<file path="src/imtc_cfg.svh">
`ifndef IMTC_CFG_SVH
`define IMTC_CFG_SVH
`define IMTC_BUS_UNKNOWN 2'h0
`define IMTC_BUS_IDLE 2'h1
`define IMTC_BUS_BUS_OWNED_STATE 2'h2
`define IMTC_BUS_BUSY 2'h3
`define IMTC_HS_FIXED 8'h02
`define IMTC_TEN_PREFIX 5'h1e
`define IMTC_CMD_NONE 2'h0
`define IMTC_CMD_RSTART 2'h1
`define IMTC_CMD_READ 2'h2
`define IMTC_CMD_STOP 2'h3
`define IMTC_SPEED_HS 2'h2
`endif

</file>
<file path="src/imtc_pkg.sv">
package imtc_pkg;
   typedef enum logic [9:0] {
      ST_IDLE = 10'h001,
      ST_WAIT = 10'h002,
      ST_START = 10'h004,
      ST_TXBIT = 10'h008,
      ST_RXACK = 10'h010,
      ST_RXBIT = 10'h020,
      ST_TXACK = 10'h040,
      ST_HOLD = 10'h080,
      ST_STOP = 10'h100,
      ST_LOST = 10'h200
   } imtc_state_t;
   typedef logic [1:0] imtc_cmd_t;
endpackage

</file>
<file path="src/imtc_sync.sv">
`timescale 1ns/100ps
`default_nettype none
module imtc_sync (
   input wire logic clk,
   input wire logic rst,
   input wire logic async_in,
   output logic sync_out
);
   logic meta_q;
   always_ff @(posedge clk) begin
      if (rst) begin
         meta_q <= 1'b1;
         sync_out <= 1'b1;
      end else begin
         meta_q <= async_in;
         sync_out <= meta_q;
      end
   end
endmodule
`default_nettype wire

</file>
<file path="src/imtc_buf2.sv">
`timescale 1ns/100ps
`default_nettype none
module imtc_buf2 #(
   parameter int WIDTH = 8
) (
   input wire logic clk,
   input wire logic rst,
   input wire logic in_valid,
   output logic in_ready,
   input wire logic [WIDTH-1:0] in_data,
   output logic out_valid,
   input wire logic out_ready,
   output logic [WIDTH-1:0] out_data
);
   logic [WIDTH-1:0] mem_q [2];
   logic wr_q, rd_q;
   logic [1:0] cnt_q;
   logic push, pop;
   assign push = in_valid && in_ready;
   assign pop = out_valid && out_ready;
   assign in_ready = (cnt_q != 2'h2);
   assign out_valid = (cnt_q != 2'h0);
   assign out_data = mem_q[rd_q];
   always_ff @(posedge clk) begin
      if (rst) begin
         wr_q <= 1'b0;
         rd_q <= 1'b0;
         cnt_q <= 2'h0;
         mem_q[0] <= '0;
         mem_q[1] <= '0;
      end else begin
         if (push) begin
            mem_q[wr_q] <= in_data;
            wr_q <= ~wr_q;
         end
         if (pop) begin
            rd_q <= ~rd_q;
         end
         if (push && !pop) begin
            cnt_q <= cnt_q + 2'h1;
         end else if (pop && !push) begin
            cnt_q <= cnt_q - 2'h1;
         end
      end
   end
endmodule
`default_nettype wire

</file>
<file path="src/imtc_top.sv">
// How it works
// - High-speed SCL is self-timed: 2+2*high or 2+high+low core cycles per period.
// - Address write starts a transaction; waits for idle or unknown bus, then start and address.
// - Address arbitration loss sets master flag and lost status, releases both lines.
// - Bus error acts like arbitration loss, also setting bus-error status.
// - Not-acknowledge status keeps the last acknowledge bit actually received.
// - Writing the address clears every master status and flag.
// - Unacknowledged address sets master flag and not-acknowledge, then holds clock.
// - Acked write address sets master flag, holds; data, address or stop continue.
// - Acked read address receives first byte, then sets slave flag and holds, except in smart mode with stretch mode 0.
// - Smart mode sends ACK or NACK automatically per acknowledge action.
// - Data transmit checks collisions; master flag is set whatever the outcome.
// - Stretch mode 0: NACK lost to arbitration sets master flag, not slave flag.
// - Stretch mode 1: slave flag rises only after byte and its acknowledge.
// - Master code 00001nnn goes at full speed with high-speed bit clear.
// - After master code, address with high-speed bit set runs at high speed.
// - Ten-bit enable sends two address bytes; direction bit must be zero.
// - Ten-bit NACK on first byte raises master flag; else after second byte.
// - Internal start from an idle bus moves bus state to bus_owned_state.
`timescale 1ns/100ps
`default_nettype none
`include "imtc_cfg.svh"
module imtc_top #(
   parameter int BAUD_W = 8,
   parameter int FS_HALF = 50
) (
   input wire logic CLK,
   input wire logic RST,
   input wire logic SCL_IN,
   output logic SCL_OUT,
   output logic SCL_OE,
   input wire logic SDA_IN,
   output logic SDA_OUT,
   output logic SDA_OE,
   input wire logic [BAUD_W-1:0] HS_BAUD_HIGH,
   input wire logic [BAUD_W-1:0] HS_BAUD_LOW_A,
   input wire logic [1:0] SPEED_SELECT,
   input wire logic STRETCH_MODE,
   input wire logic SMART_MODE,
   input wire logic ACK_ACTION,
   input wire logic ADDR_WRITE,
   input wire logic [10:0] ADDR_VALUE,
   input wire logic HIGH_SPEED_ADDRESS_BIT,
   input wire logic TEN_BIT_EN,
   input wire logic TX_VALID,
   output logic TX_READY,
   input wire logic [7:0] TX_DATA,
   output logic RX_VALID,
   input wire logic RX_READY,
   output logic [7:0] RX_DATA,
   input wire logic CMD_WRITE,
   input wire imtc_pkg::imtc_cmd_t CMD,
   output logic MASTER_ON_BUS,
   output logic SLAVE_ON_BUS,
   output logic ARB_LOST,
   output logic BUS_ERROR,
   output logic RX_NACK,
   output logic [1:0] BUS_STATE
);
   import imtc_pkg::*;
   ////////////////////////////////////////////////////////////////////////////
   logic scl_s, sda_s, scl_p, sda_p;
   imtc_sync u_scl (.clk(CLK), .rst(RST), .async_in(SCL_IN), .sync_out(scl_s));
   imtc_sync u_sda (.clk(CLK), .rst(RST), .async_in(SDA_IN), .sync_out(sda_s));
   logic start_det, stop_det;
   assign start_det = scl_s && scl_p && sda_p && !sda_s;
   assign stop_det = scl_s && scl_p && !sda_p && sda_s;
   // Received bytes pass through a two-entry buffer; a byte finished while it is full is dropped.
   logic rx_push, rx_ready, rx_ov, rx_or;
   logic [7:0] rx_byte_q, rx_od;
   imtc_buf2 #(.WIDTH(8)) u_rxbuf (.clk(CLK), .rst(RST), .in_valid(rx_push),
      .in_ready(rx_ready), .in_data(rx_byte_q), .out_valid(rx_ov), .out_ready(rx_or),
      .out_data(rx_od));
   assign rx_or = !RX_VALID || RX_READY;
   ////////////////////////////////////////////////////////////////////////////
   imtc_state_t st_q;
   logic [8:0] sh_q;
   logic [3:0] bit_q;
   logic [1:0] phase_q;
   logic [BAUD_W+1:0] tmr_q;
   logic hs_q, hs_pend_q, second_q, read_q, tail_q, ack_bit_q, ack_own_q;
   logic [7:0] addr2_q;
   logic tick, hs_on, want_tx, want_cmd;
   logic [BAUD_W+1:0] hi_len, lo_len, fs_len;
   assign fs_len = (BAUD_W+2)'(FS_HALF);
   // Fixed overhead split evenly; equal halves when the low field is zero.
   assign hi_len = (BAUD_W+2)'(HS_BAUD_HIGH) + (BAUD_W+2)'(1);
   assign lo_len = (HS_BAUD_LOW_A == '0) ? hi_len
                 : (BAUD_W+2)'(HS_BAUD_LOW_A) + (BAUD_W+2)'(1);
   assign hs_on = hs_q && (SPEED_SELECT == `IMTC_SPEED_HS);
   assign tick = (tmr_q == '0);
   assign want_tx = TX_VALID && TX_READY;
   assign want_cmd = CMD_WRITE && (CMD != `IMTC_CMD_NONE);
   assign rx_push = (st_q == ST_RXBIT) && tick && (phase_q == 2'h3) && (bit_q == 4'h7)
                    && rx_ready;
   ////////////////////////////////////////////////////////////////////////////
   // Bit engine: phase 0 SCL low set data, 1 SCL high, 2 sample, 3 low again.
   always_ff @(posedge CLK) begin
      if (RST) begin
         st_q <= ST_IDLE;
         sh_q <= '0;
         bit_q <= '0;
         phase_q <= '0;
         tmr_q <= '0;
         hs_q <= 1'b0;
         hs_pend_q <= 1'b0;
         second_q <= 1'b0;
         read_q <= 1'b0;
         tail_q <= 1'b0;
         ack_bit_q <= 1'b1;
         ack_own_q <= 1'b0;
         addr2_q <= '0;
         rx_byte_q <= '0;
         SCL_OE <= 1'b0;
         SDA_OE <= 1'b0;
         MASTER_ON_BUS <= 1'b0;
         SLAVE_ON_BUS <= 1'b0;
         ARB_LOST <= 1'b0;
         BUS_ERROR <= 1'b0;
         RX_NACK <= 1'b0;
         TX_READY <= 1'b0;
      end else begin
         TX_READY <= (st_q == ST_HOLD) && !read_q && !TX_READY;
         if (!tick) begin
            tmr_q <= tmr_q - (BAUD_W+2)'(1);
         end
         if (ADDR_WRITE) begin
            // Fresh transaction clears all master flags.
            MASTER_ON_BUS <= 1'b0;
            SLAVE_ON_BUS <= 1'b0;
            ARB_LOST <= 1'b0;
            BUS_ERROR <= 1'b0;
            RX_NACK <= 1'b0;
            hs_pend_q <= HIGH_SPEED_ADDRESS_BIT;
            second_q <= 1'b0;
            // Ten-bit: prefix byte first, low address byte after.
            sh_q <= TEN_BIT_EN ? {`IMTC_TEN_PREFIX, ADDR_VALUE[10:9], 1'b0, 1'b1}
                               : {ADDR_VALUE[7:0], 1'b1};
            tail_q <= TEN_BIT_EN;
            addr2_q <= ADDR_VALUE[8:1];
            read_q <= !TEN_BIT_EN && ADDR_VALUE[0];
            st_q <= (st_q == ST_HOLD) ? ST_START : ST_WAIT;
            bit_q <= '0;
            phase_q <= '0;
         end else begin
            unique case (st_q)
               ST_IDLE: begin
                  SCL_OE <= 1'b0;
                  SDA_OE <= 1'b0;
               end
               ST_WAIT: begin
                  if (BUS_STATE == `IMTC_BUS_IDLE || BUS_STATE == `IMTC_BUS_UNKNOWN) begin
                     st_q <= ST_START;
                     tmr_q <= fs_len;
                  end
               end
               ST_START: begin
                  // Master code goes at full speed; high speed after.
                  if (tick) begin
                     tmr_q <= hs_on ? hi_len : fs_len;
                     phase_q <= phase_q + 2'h1;
                     unique case (phase_q)
                        2'h0: begin
                           SDA_OE <= 1'b0;
                           SCL_OE <= 1'b0;
                        end
                        2'h1: SDA_OE <= 1'b1;
                        2'h2: SCL_OE <= 1'b1;
                        default: begin
                           hs_q <= hs_pend_q;
                           st_q <= ST_TXBIT;
                           bit_q <= '0;
                        end
                     endcase
                  end
               end
               ST_TXBIT, ST_RXBIT, ST_TXACK, ST_RXACK: begin
                  if (tick) begin
                     phase_q <= phase_q + 2'h1;
                     // High-speed: one-cycle edges, so high is high+1 and low is low+1.
                     if (!hs_on) begin
                        tmr_q <= fs_len;
                     end else if (phase_q == 2'h1) begin
                        tmr_q <= hi_len - (BAUD_W+2)'(2);
                     end else if (phase_q == 2'h3) begin
                        tmr_q <= lo_len - (BAUD_W+2)'(2);
                     end else begin
                        tmr_q <= '0;
                     end
                     unique case (phase_q)
                        2'h0: begin
                           SCL_OE <= 1'b1;
                           SDA_OE <= (st_q == ST_TXBIT) ? !sh_q[8]
                                   : (st_q == ST_TXACK) ? !ack_bit_q : 1'b0;
                        end
                        2'h1: SCL_OE <= 1'b0;
                        2'h2: begin
                           // High-speed SCL is driven open-loop, so no wait here.
                           if (!scl_s && !hs_on) begin
                              phase_q <= 2'h2;
                              tmr_q <= '0;
                           end else if ((st_q == ST_TXBIT && sh_q[8] && !sda_s)
                                || (st_q == ST_TXACK && ack_bit_q && !sda_s)) begin
                              ARB_LOST <= 1'b1;
                              MASTER_ON_BUS <= 1'b1;
                              SCL_OE <= 1'b0;
                              SDA_OE <= 1'b0;
                              st_q <= ST_LOST;
                           end else if (st_q == ST_RXACK) begin
                              RX_NACK <= sda_s;
                              ack_own_q <= sda_s;
                           end else if (st_q == ST_RXBIT) begin
                              rx_byte_q <= {rx_byte_q[6:0], sda_s};
                           end
                        end
                        default: begin
                           SCL_OE <= 1'b1;
                           bit_q <= bit_q + 4'h1;
                           sh_q <= {sh_q[7:0], 1'b1};
                           if (st_q == ST_TXBIT && bit_q == 4'h7) begin
                              st_q <= ST_RXACK;
                           end else if (st_q == ST_RXBIT && bit_q == 4'h7) begin
                              if (STRETCH_MODE || SMART_MODE) begin
                                 st_q <= ST_TXACK;
                                 ack_bit_q <= ACK_ACTION;
                              end else begin
                                 SLAVE_ON_BUS <= 1'b1;
                                 st_q <= ST_HOLD;
                              end
                           end else if (st_q == ST_TXACK) begin
                              SDA_OE <= 1'b0;
                              if (STRETCH_MODE) begin
                                 SLAVE_ON_BUS <= 1'b1;
                                 st_q <= ST_HOLD;
                              end else if (!ack_bit_q) begin
                                 st_q <= ST_RXBIT;
                              end else begin
                                 st_q <= SMART_MODE ? ST_STOP : ST_HOLD;
                              end
                              bit_q <= '0;
                           end else if (st_q == ST_RXACK) begin
                              SDA_OE <= 1'b0;
                              bit_q <= '0;
                              if (!ack_own_q && tail_q) begin
                                 tail_q <= 1'b0;
                                 sh_q <= {addr2_q, 1'b1};
                                 st_q <= ST_TXBIT;
                              end else if (!ack_own_q && read_q && !second_q) begin
                                 second_q <= 1'b1;
                                 st_q <= ST_RXBIT;
                              end else begin
                                 MASTER_ON_BUS <= 1'b1;
                                 st_q <= ST_HOLD;
                              end
                           end
                        end
                     endcase
                  end
               end
               ST_HOLD: begin
                  SCL_OE <= 1'b1;
                  phase_q <= '0;
                  bit_q <= '0;
                  tmr_q <= fs_len;
                  if (want_tx && !read_q) begin
                     sh_q <= {TX_DATA, 1'b1};
                     MASTER_ON_BUS <= 1'b0;
                     st_q <= ST_TXBIT;
                  end else if (want_cmd) begin
                     MASTER_ON_BUS <= 1'b0;
                     SLAVE_ON_BUS <= 1'b0;
                     unique case (CMD)
                        `IMTC_CMD_STOP: st_q <= ST_STOP;
                        `IMTC_CMD_RSTART: st_q <= ST_START;
                        default: begin
                           if (read_q && STRETCH_MODE) begin
                              st_q <= ST_RXBIT;
                           end else if (read_q) begin
                              ack_bit_q <= ACK_ACTION;
                              st_q <= ST_TXACK;
                           end
                        end
                     endcase
                  end
               end
               ST_STOP: begin
                  if (tick) begin
                     tmr_q <= fs_len;
                     phase_q <= phase_q + 2'h1;
                     unique case (phase_q)
                        2'h0: SDA_OE <= 1'b1;
                        2'h1: SCL_OE <= 1'b0;
                        2'h2: SDA_OE <= 1'b0;
                        default: begin
                           hs_q <= 1'b0;
                           st_q <= ST_IDLE;
                        end
                     endcase
                  end
               end
               ST_LOST: begin
                  SCL_OE <= 1'b0;
                  SDA_OE <= 1'b0;
                  if (BUS_STATE == `IMTC_BUS_IDLE) begin
                     st_q <= ST_IDLE;
                  end
               end
               default: st_q <= ST_IDLE;
            endcase
            // Unexpected start or stop during our own transfer.
            if ((start_det || stop_det) && st_q != ST_START && st_q != ST_STOP
                && st_q != ST_IDLE && st_q != ST_WAIT && st_q != ST_LOST) begin
               BUS_ERROR <= 1'b1;
               ARB_LOST <= 1'b1;
               MASTER_ON_BUS <= 1'b1;
               SCL_OE <= 1'b0;
               SDA_OE <= 1'b0;
               st_q <= ST_LOST;
            end
         end
      end
   end
   ////////////////////////////////////////////////////////////////////////////
   always_ff @(posedge CLK) begin
      if (RST) begin
         scl_p <= 1'b1;
         sda_p <= 1'b1;
         BUS_STATE <= `IMTC_BUS_UNKNOWN;
         SCL_OUT <= 1'b0;
         SDA_OUT <= 1'b0;
         RX_VALID <= 1'b0;
         RX_DATA <= '0;
      end else begin
         scl_p <= scl_s;
         sda_p <= sda_s;
         if (rx_or) begin
            RX_VALID <= rx_ov;
            RX_DATA <= rx_od;
         end
         if (st_q == ST_LOST && BUS_STATE == `IMTC_BUS_BUS_OWNED_STATE) begin
            BUS_STATE <= `IMTC_BUS_BUSY;
         end else if (st_q == ST_START && BUS_STATE != `IMTC_BUS_BUS_OWNED_STATE) begin
            BUS_STATE <= `IMTC_BUS_BUS_OWNED_STATE;
         end else if (stop_det) begin
            BUS_STATE <= `IMTC_BUS_IDLE;
         end else if (start_det && BUS_STATE != `IMTC_BUS_BUS_OWNED_STATE) begin
            BUS_STATE <= `IMTC_BUS_BUSY;
         end
      end
   end
endmodule
`default_nettype wire

</file>
<file path="config.mk">
export PLATFORM = sky130hd
export DESIGN_NAME = imtc_top
export DESIGN_NICKNAME = d
export VERILOG_FILES = /design/src/imtc_pkg.sv /design/src/imtc_sync.sv /design/src/imtc_buf2.sv /design/src/imtc_top.sv
export VERILOG_INCLUDE_DIRS = /design/src /design/src/src
export SDC_FILE = /design/constraint.sdc
export NUM_CORES = 1
export LEC_CHECK = 0
export ABC_AREA = 1
export BUFFER_PORTS_ARGS = -buffer_cell sky130_fd_sc_hd__buf_4
export CAP_MARGIN = 10
export CELL_PAD_IN_SITES_DETAIL_PLACEMENT = 1
export CELL_PAD_IN_SITES_GLOBAL_PLACEMENT = 2
export CORE_MARGIN = 2
export CORE_UTILIZATION = 34
export CTS_BUF_LIST = sky130_fd_sc_hd__clkbuf_8
export DETAILED_ROUTE_END_ITERATION = 10
export PLACE_DENSITY = 0.79
export SLEW_MARGIN = 10
export SYNTH_ARGS = -nofsm -noshare
export SYNTH_HDL_FRONTEND = slang
export SYNTH_SLANG_ARGS = --single-unit
</file>
<file path="constraint.sdc">
create_clock -name CLK -period 3 [get_ports CLK]
set_clock_uncertainty 0.1 [all_clocks]
set_input_delay 0 -clock CLK [delete_from_list [all_inputs] [get_ports CLK]]
set_output_delay 0 -clock CLK [all_outputs]
set_load 0.03 [all_outputs]
</file>
======== Word-level counts from Yosys, hierarchy flattened ========
Memory sizes are Yosys's and may differ from the RTL's. A register that Yosys moved wholly into a read port is not among the register bits.
Index checks and enable logic that the tools add are counted.
operators by class
  $add $sub $neg .......................... 9
  $mul .................................... 0
  div/mod/pow operators ................... 0
  $lt $le $gt $ge ......................... 0
  eq/ne operators ......................... 87
  shift operators ......................... 0
  multiplexer cells ....................... 158
  bitwise logic cells ..................... 11
  reductions and logical operators ........ 106
operator list
  cell                                               count
  2-to-1 mux 10 bit                                  30
  2-to-1 mux 9 bit                                   15
  2-to-1 mux 1 bit                                   71
  case mux 10 bit (7 select lines)                   1
  != test 4 bit, second input constant               17
  case mux 10 bit (5 select lines)                   1
  case mux 10 bit (2 select lines)                   2
  logical AND 1 bit                                  39
  != test 2 bit, second input constant               19
  != test 3 bit, second input constant               12
  2-to-1 mux 4 bit                                   8
  2-to-1 mux 8 bit                                   4
  AND reduction 9 bit                                3
  nonzero test 2 bit                                 13
  AND reduction 12 bit                               2
  2-to-1 mux 2 bit                                   10
  != test 5 bit, second input constant               4
  subtractor 9 x 2 -> 10 bit, second input constant  2
  adder 8 x 1 -> 9 bit, second input constant        2
  case mux 1 bit (2 select lines)                    9
  case mux 9 bit (2 select lines)                    1
  AND reduction 8 bit                                2
  logical NOT 1 bit                                  14
  AND reduction 14 bit                               1
  55 further kinds                                   89
word-level totals
  bits in registers ....................... 79
  bits in latches ......................... 0
  bits in writable memories ............... 16
  memory bits (read-only) ................. 0
  bits of input ports ..................... 52
  output and inout port bits .............. 21
  memories kept ........................... 1
memories
  memory         depth  bits a word  read ports  clocked after Yosys merged registers in  wr ports  line             RTL
  u_rxbuf.mem_q  2      8            1           1                                        2         imtc_buf2.sv:15  logic [WIDTH-1:0] mem_q [2];

======== Logic depth before layout (Yosys ltp) ========
  word-level depth ........................ 14
  gate-level depth with buffers ........... 18

======== By module ========
Synthesis repeated with hierarchy kept, for this count alone.
unflattened totals
  cell total of the unflattened synthesis .. 1059
  area total of the unflattened synthesis .. 6980.4 um2
modules (own cells, without submodules)
  module     times used  cells an instance  area each (um2)  sequential area each (um2)
  imtc_top   1           959                5930.7           1581.5
  imtc_buf2  1           86                 932.1            580.6
  imtc_sync  2           7                  58.8             40.0

======== Worst setup path before layout ========
OpenSTA, ideal clock, no wires.
  kind .................................... flip-flop to flip-flop
  start point ............................. reg tmr_q[0]
  end point ............................... mem u_rxbuf.mem_q[0][0], enable pin
  data arrival time ....................... 2027 ps
  data required time ...................... 2516 ps
  setup slack ............................. 489 ps
  cell stages (with the launch flop) ...... 9
  period minus slack after synthesis ...... 2511 ps
  cell sequence ........................... dfxtp_1 inv_1 ha_1 nand2_1 nor2_1 nand4_2 inv_1 nand3_1 o21ai_0
RTL lines
  element                   line             RTL
  start: declaration        imtc_top.sv:80   logic [BAUD_W+1:0] tmr_q;
  start signal: assignment  imtc_top.sv:125  tmr_q <= tmr_q - (BAUD_W+2)'(1);
  start signal: assignment  imtc_top.sv:154  tmr_q <= fs_len;
  start signal: assignment  imtc_top.sv:160  tmr_q <= hs_on ? hi_len : fs_len;
  end: declaration          imtc_buf2.sv:15

======== Worst setup path after layout ========
  start point ............................. reg st_q[9]
  end point ............................... reg u_rxbuf.cnt_q[1]
on the way
  longest elaborated chain between the ends .. 9
  elaborated cells between the ends (all ways) .. 11
RTL lines
  element                              line             RTL
  start: declaration                   imtc_top.sv:76   imtc_state_t st_q;
  start signal: assignment             imtc_top.sv:142  st_q <= (st_q == ST_HOLD) ? ST_START : ST_WAIT;
  start signal: assignment             imtc_top.sv:238  st_q <= SMART_MODE ? ST_STOP : ST_HOLD;
  == test 10 x 6 -> 1 bit (*)          imtc_top.sv:94   assign rx_push = (st_q == ST_RXBIT) && tick && (phase_q == 2'h3) && (bit_q == 4'h7)
  logical AND 1 bit (*) (3 in series)  imtc_top.sv:94
  logical AND 1 bit (*)                imtc_top.sv:95   && rx_ready;
  logical AND 1 bit (*)                imtc_buf2.sv:19  assign push = in_valid && in_ready;
  named net u_rxbuf.push               imtc_buf2.sv:18  logic push, pop;
  logical NOT 1 bit                    imtc_buf2.sv:41  end else if (pop && !push) begin
  logical AND 1 bit                    imtc_buf2.sv:41
  nonzero test 2 bit (no line)         --
  end signal: assignment               imtc_buf2.sv:40  cnt_q <= cnt_q + 2'h1;
  end signal: assignment               imtc_buf2.sv:42  cnt_q <= cnt_q - 2'h1;
  end: declaration                     imtc_buf2.sv:17  logic [1:0] cnt_q;
Mark *: on every way through the listed nets, which the timed path passes. The rest lies on a longest branch.
A chain may end at the register's enable or synchronous reset.

==> impl_metrics.yaml <==
status:
  status: "finished clean"
global_route:
  grt_pass1_vias: 7461
  grt_max_degree: 44
  grt_pass1_wl_mm: 39.9
  grt_overflow: 0
  grt_usage_pct: 23.3
  antenna_found_initial: 0
sta:
  finalHoldViolCount: 0
  setup-violations-final: 0
  fin_tns_setup_ps: 0
  timing.fmax_mhz: 368
  slew_headroom_pct: 60.9
  min_period_ps: 2710
  tightest_slew_ps: 582
  final_max_slew_viol_count: 0
  setup_slack_ps: 285
  worst_hold_slack_ps: 42.5
  rsz0062_at_grt: "no"
  final_min_period_over_clock_period_pct: 90.5
clock_tree:
  root_buffer: "clkbuf_8"
  postCtsSetupBuffers: 0
  max-clock-path-buffers: 2
  clkTransAtPathRegs_ps: 130
  cts_tree: "done"
  cts_buffers: 9
  cts_sinks: 103
  cts-htree-levels: 3
  clk_latency_ps: 400
routing:
  routedWlPerCell_um: 17.4
  first_pass_iters: 4
  drc: 0
  initialDrtViolationCount: 399
  num_vias: 7364
  antenna_left: 0
  routed_via_density: 5.16
  routed_wl_mm: 24.7
floorplanning:
  pin_count: 73
  die-area_um2: 21300
  die_y_um: 146
  start_util_pct: 34.9
  die_width_um: 146
  coreArea_um2: 19600
  num_rows: 51
synth:
  synth_flop_cell: "dfxtp_1"
  async_reset_ff_share_pct: 0
  synthSimpleGateAreaFrac_pct: 35.3
  ys_seq_elements: 103
  synth_area_um2: 6850
  synth_compound_area_share_pct: 17.4
  synthCells: 1042
  yosysSeqAreaShare_pct: 32.5
  synth_top_family_by_area: "simple AND/OR/NAND/NOR gates"
  synth-xor-area-share_pct: 1.41
  ys_types: 53
  synth.area.mux_share_pct: 1.15
  synthAdderAreaFrac_pct: 2.56
  synth-edff-count: 16
  synth_area_per_cell_um2: 6.57
  yosysWarnings: 0
place:
  place.gp.congestion: 0.900
  port_buffers: 70
  hpwl_mm: 19.0
  dpl_worst_slack_ps: 276
layout:
  finish.utilization_pct: 42.6
  fin_nets: 1222
  antenna_cells: 0
  syn2layout_area_growth_pct: 21.9
  final_cell_mix: "nand2_1, inv_1, nor2_1"
  nFillCells: 2598
  drive_gt1_share_pct: 14.9
  final_common_cell: "nand2_1"
worst_setup_path:
  endpoint_kind: "flip-flop"
  r2r_setup_slack_ps: 290
  cp-start-kind: "flip-flop"
  cp.arrival_ps: 2900
  timing.rr.start: "st_q[9]"
  path_max_fanout: 8
  crit_required_ps: 3190
  reg2reg_depth: 12
  rr_endpoint: "u_rxbuf.cnt_q[1]"
  criticalPathCategory: "reg2reg"
power_and_ir_drop:
  p_leak_nw: 3.73
  ir_drop_mv: 0.523
  power_mw: 6.18
  p_per_area_nw_per_um2: 740
hold_path:
  whs_path_depth: 6
  hold_path.class: "in2reg"
  min_to: "st_q[2]"
  hp-start: "CMD[1]"
job:
  drv_cap: 0
## cell type report
| cell class | instances | area (µm²) | area share, % |
|---|---|---|---|
| clock buffers | 9 | 124 | 1.48 |
| inverters | 135 | 507 | 6.07 |
| repair buffers | 131 | 1090 | 13.0 |
| clock inverters | 7 | 91.3 | 1.09 |
| well taps | 265 | 332 | 3.97 |
| flip-flops and latches | 103 | 2220 | 26.6 |
| multi-input cells | 776 | 3980 | 47.7 |
## state kept, by name, summed over array words and instances (netlist names), 2 cells and up
register       cells
phase_q            2
tmr_q             10
st_q              10
BUS_STATE          2
u_rxbuf.mem_q     16
rx_byte_q          8
bit_q              4
RX_DATA            8
sh_q               9
addr2_q            8
u_rxbuf.cnt_q      2
## cells by family (layout without fill, tap and decap cells)
logic type | after synthesis | in the layout
xor+xnor | 11 | 11
mux | 7 | 7
other cells | 1 | 2
compound gates | 212 | 212
fa+ha+maj | 14 | 14
buf+inv | 164 | 282
flops | 103 | 103
simple gates | 530 | 530
## routing by layer
metal	vias up	track usage, %	wire, µm	share of wire [%]
li1	3698	-	-	-
met1	3517	30.8	11700	47
met2	123	40.4	11900	48
met3	26	2.88	733	3.0
met4	0	5.88	418	1.7
met5	-	0	0	0
## worst max path at each step
stage	depth (start not counted)	from	endpoint	slack (ps)
global route	13	tmr_q[0]	u_rxbuf.cnt_q[1]	50
detailed placement	13	tmr_q[0]	st_q[4]	280
global placement	11	tmr_q[0]	st_q[0]	360
finish	12	st_q[9]	u_rxbuf.cnt_q[1]	290
CTS	13	tmr_q[0]	u_rxbuf.cnt_q[1]	100
floorplan	8	tmr_q[0]	u_rxbuf.mem_q[0][0]	490
## critical path, cell delays in order (launching register included)
cell	delay [ps]
dfxtp_1	400
nor2_4	230
nand2_1	150
nor3_4	290
nand2_1	150
inv_2	160
nand3_1	150
inv_1	110
ha_1	250
a21oi_1	140
o21ai_0	150
o21ai_0	240
a21oi_1	70
## stage by stage
step | std cells | cell area (µm²)
floorplan | 1043 | 6850
global placement | 1369 | 7700
detailed placement | 1369 | 7700
CTS | 1426 | 8330
global route | 1426 | 8340
finish | 1426 | 8340
## synthesized netlist by cell type (3+ instances only)
master | instances | share of area (%)
o21bai_1 | 11 | 1.2
a31oi_1 | 23 | 2.1
nor2_4 | 5 | 0.82
nor3_1 | 19 | 1.4
o31ai_1 | 3 | 0.33
a21oi_1 | 61 | 4.5
nor2_1 | 122 | 6.7
xor2_1 | 8 | 1.0
ha_1 | 14 | 2.6
inv_1 | 125 | 6.9
nor3_2 | 4 | 0.58
o21ai_1 | 5 | 0.37
nand3_1 | 85 | 6.2
edfxtp_1 | 16 | 7.0
a211oi_1 | 6 | 0.66
mux2_2 | 7 | 1.2
nand4_1 | 25 | 2.3
o22ai_1 | 3 | 0.27
nor2_2 | 6 | 0.55
nand2_2 | 12 | 1.1
nand2_1 | 224 | 12
o21ai_0 | 88 | 6.4
buf_6 | 3 | 0.49
buf_4 | 4 | 0.44
inv_2 | 9 | 0.49
nand2_4 | 3 | 0.49
buf_2 | 5 | 0.37
dfxtp_1 | 87 | 25
clkbuf_1 | 16 | 0.88
xnor2_1 | 3 | 0.38
or2_2 | 8 | 0.73
nand3_2 | 5 | 0.73
## report_power, final
group	switching [mW]	total [mW]	internal [mW]
clock	0.620	0.959	0.339
sequential	0.214	1.86	1.65
combinational	2.29	3.35	1.06
## what timing repair did
item	4_1_cts	5_1_grt
setup endpoints to repair	0	7
hold buffers	41	0
resized for setup	0	4
hold endpoints to repair	33	0
No activity file was read; power rests on OpenSTA's default activity.
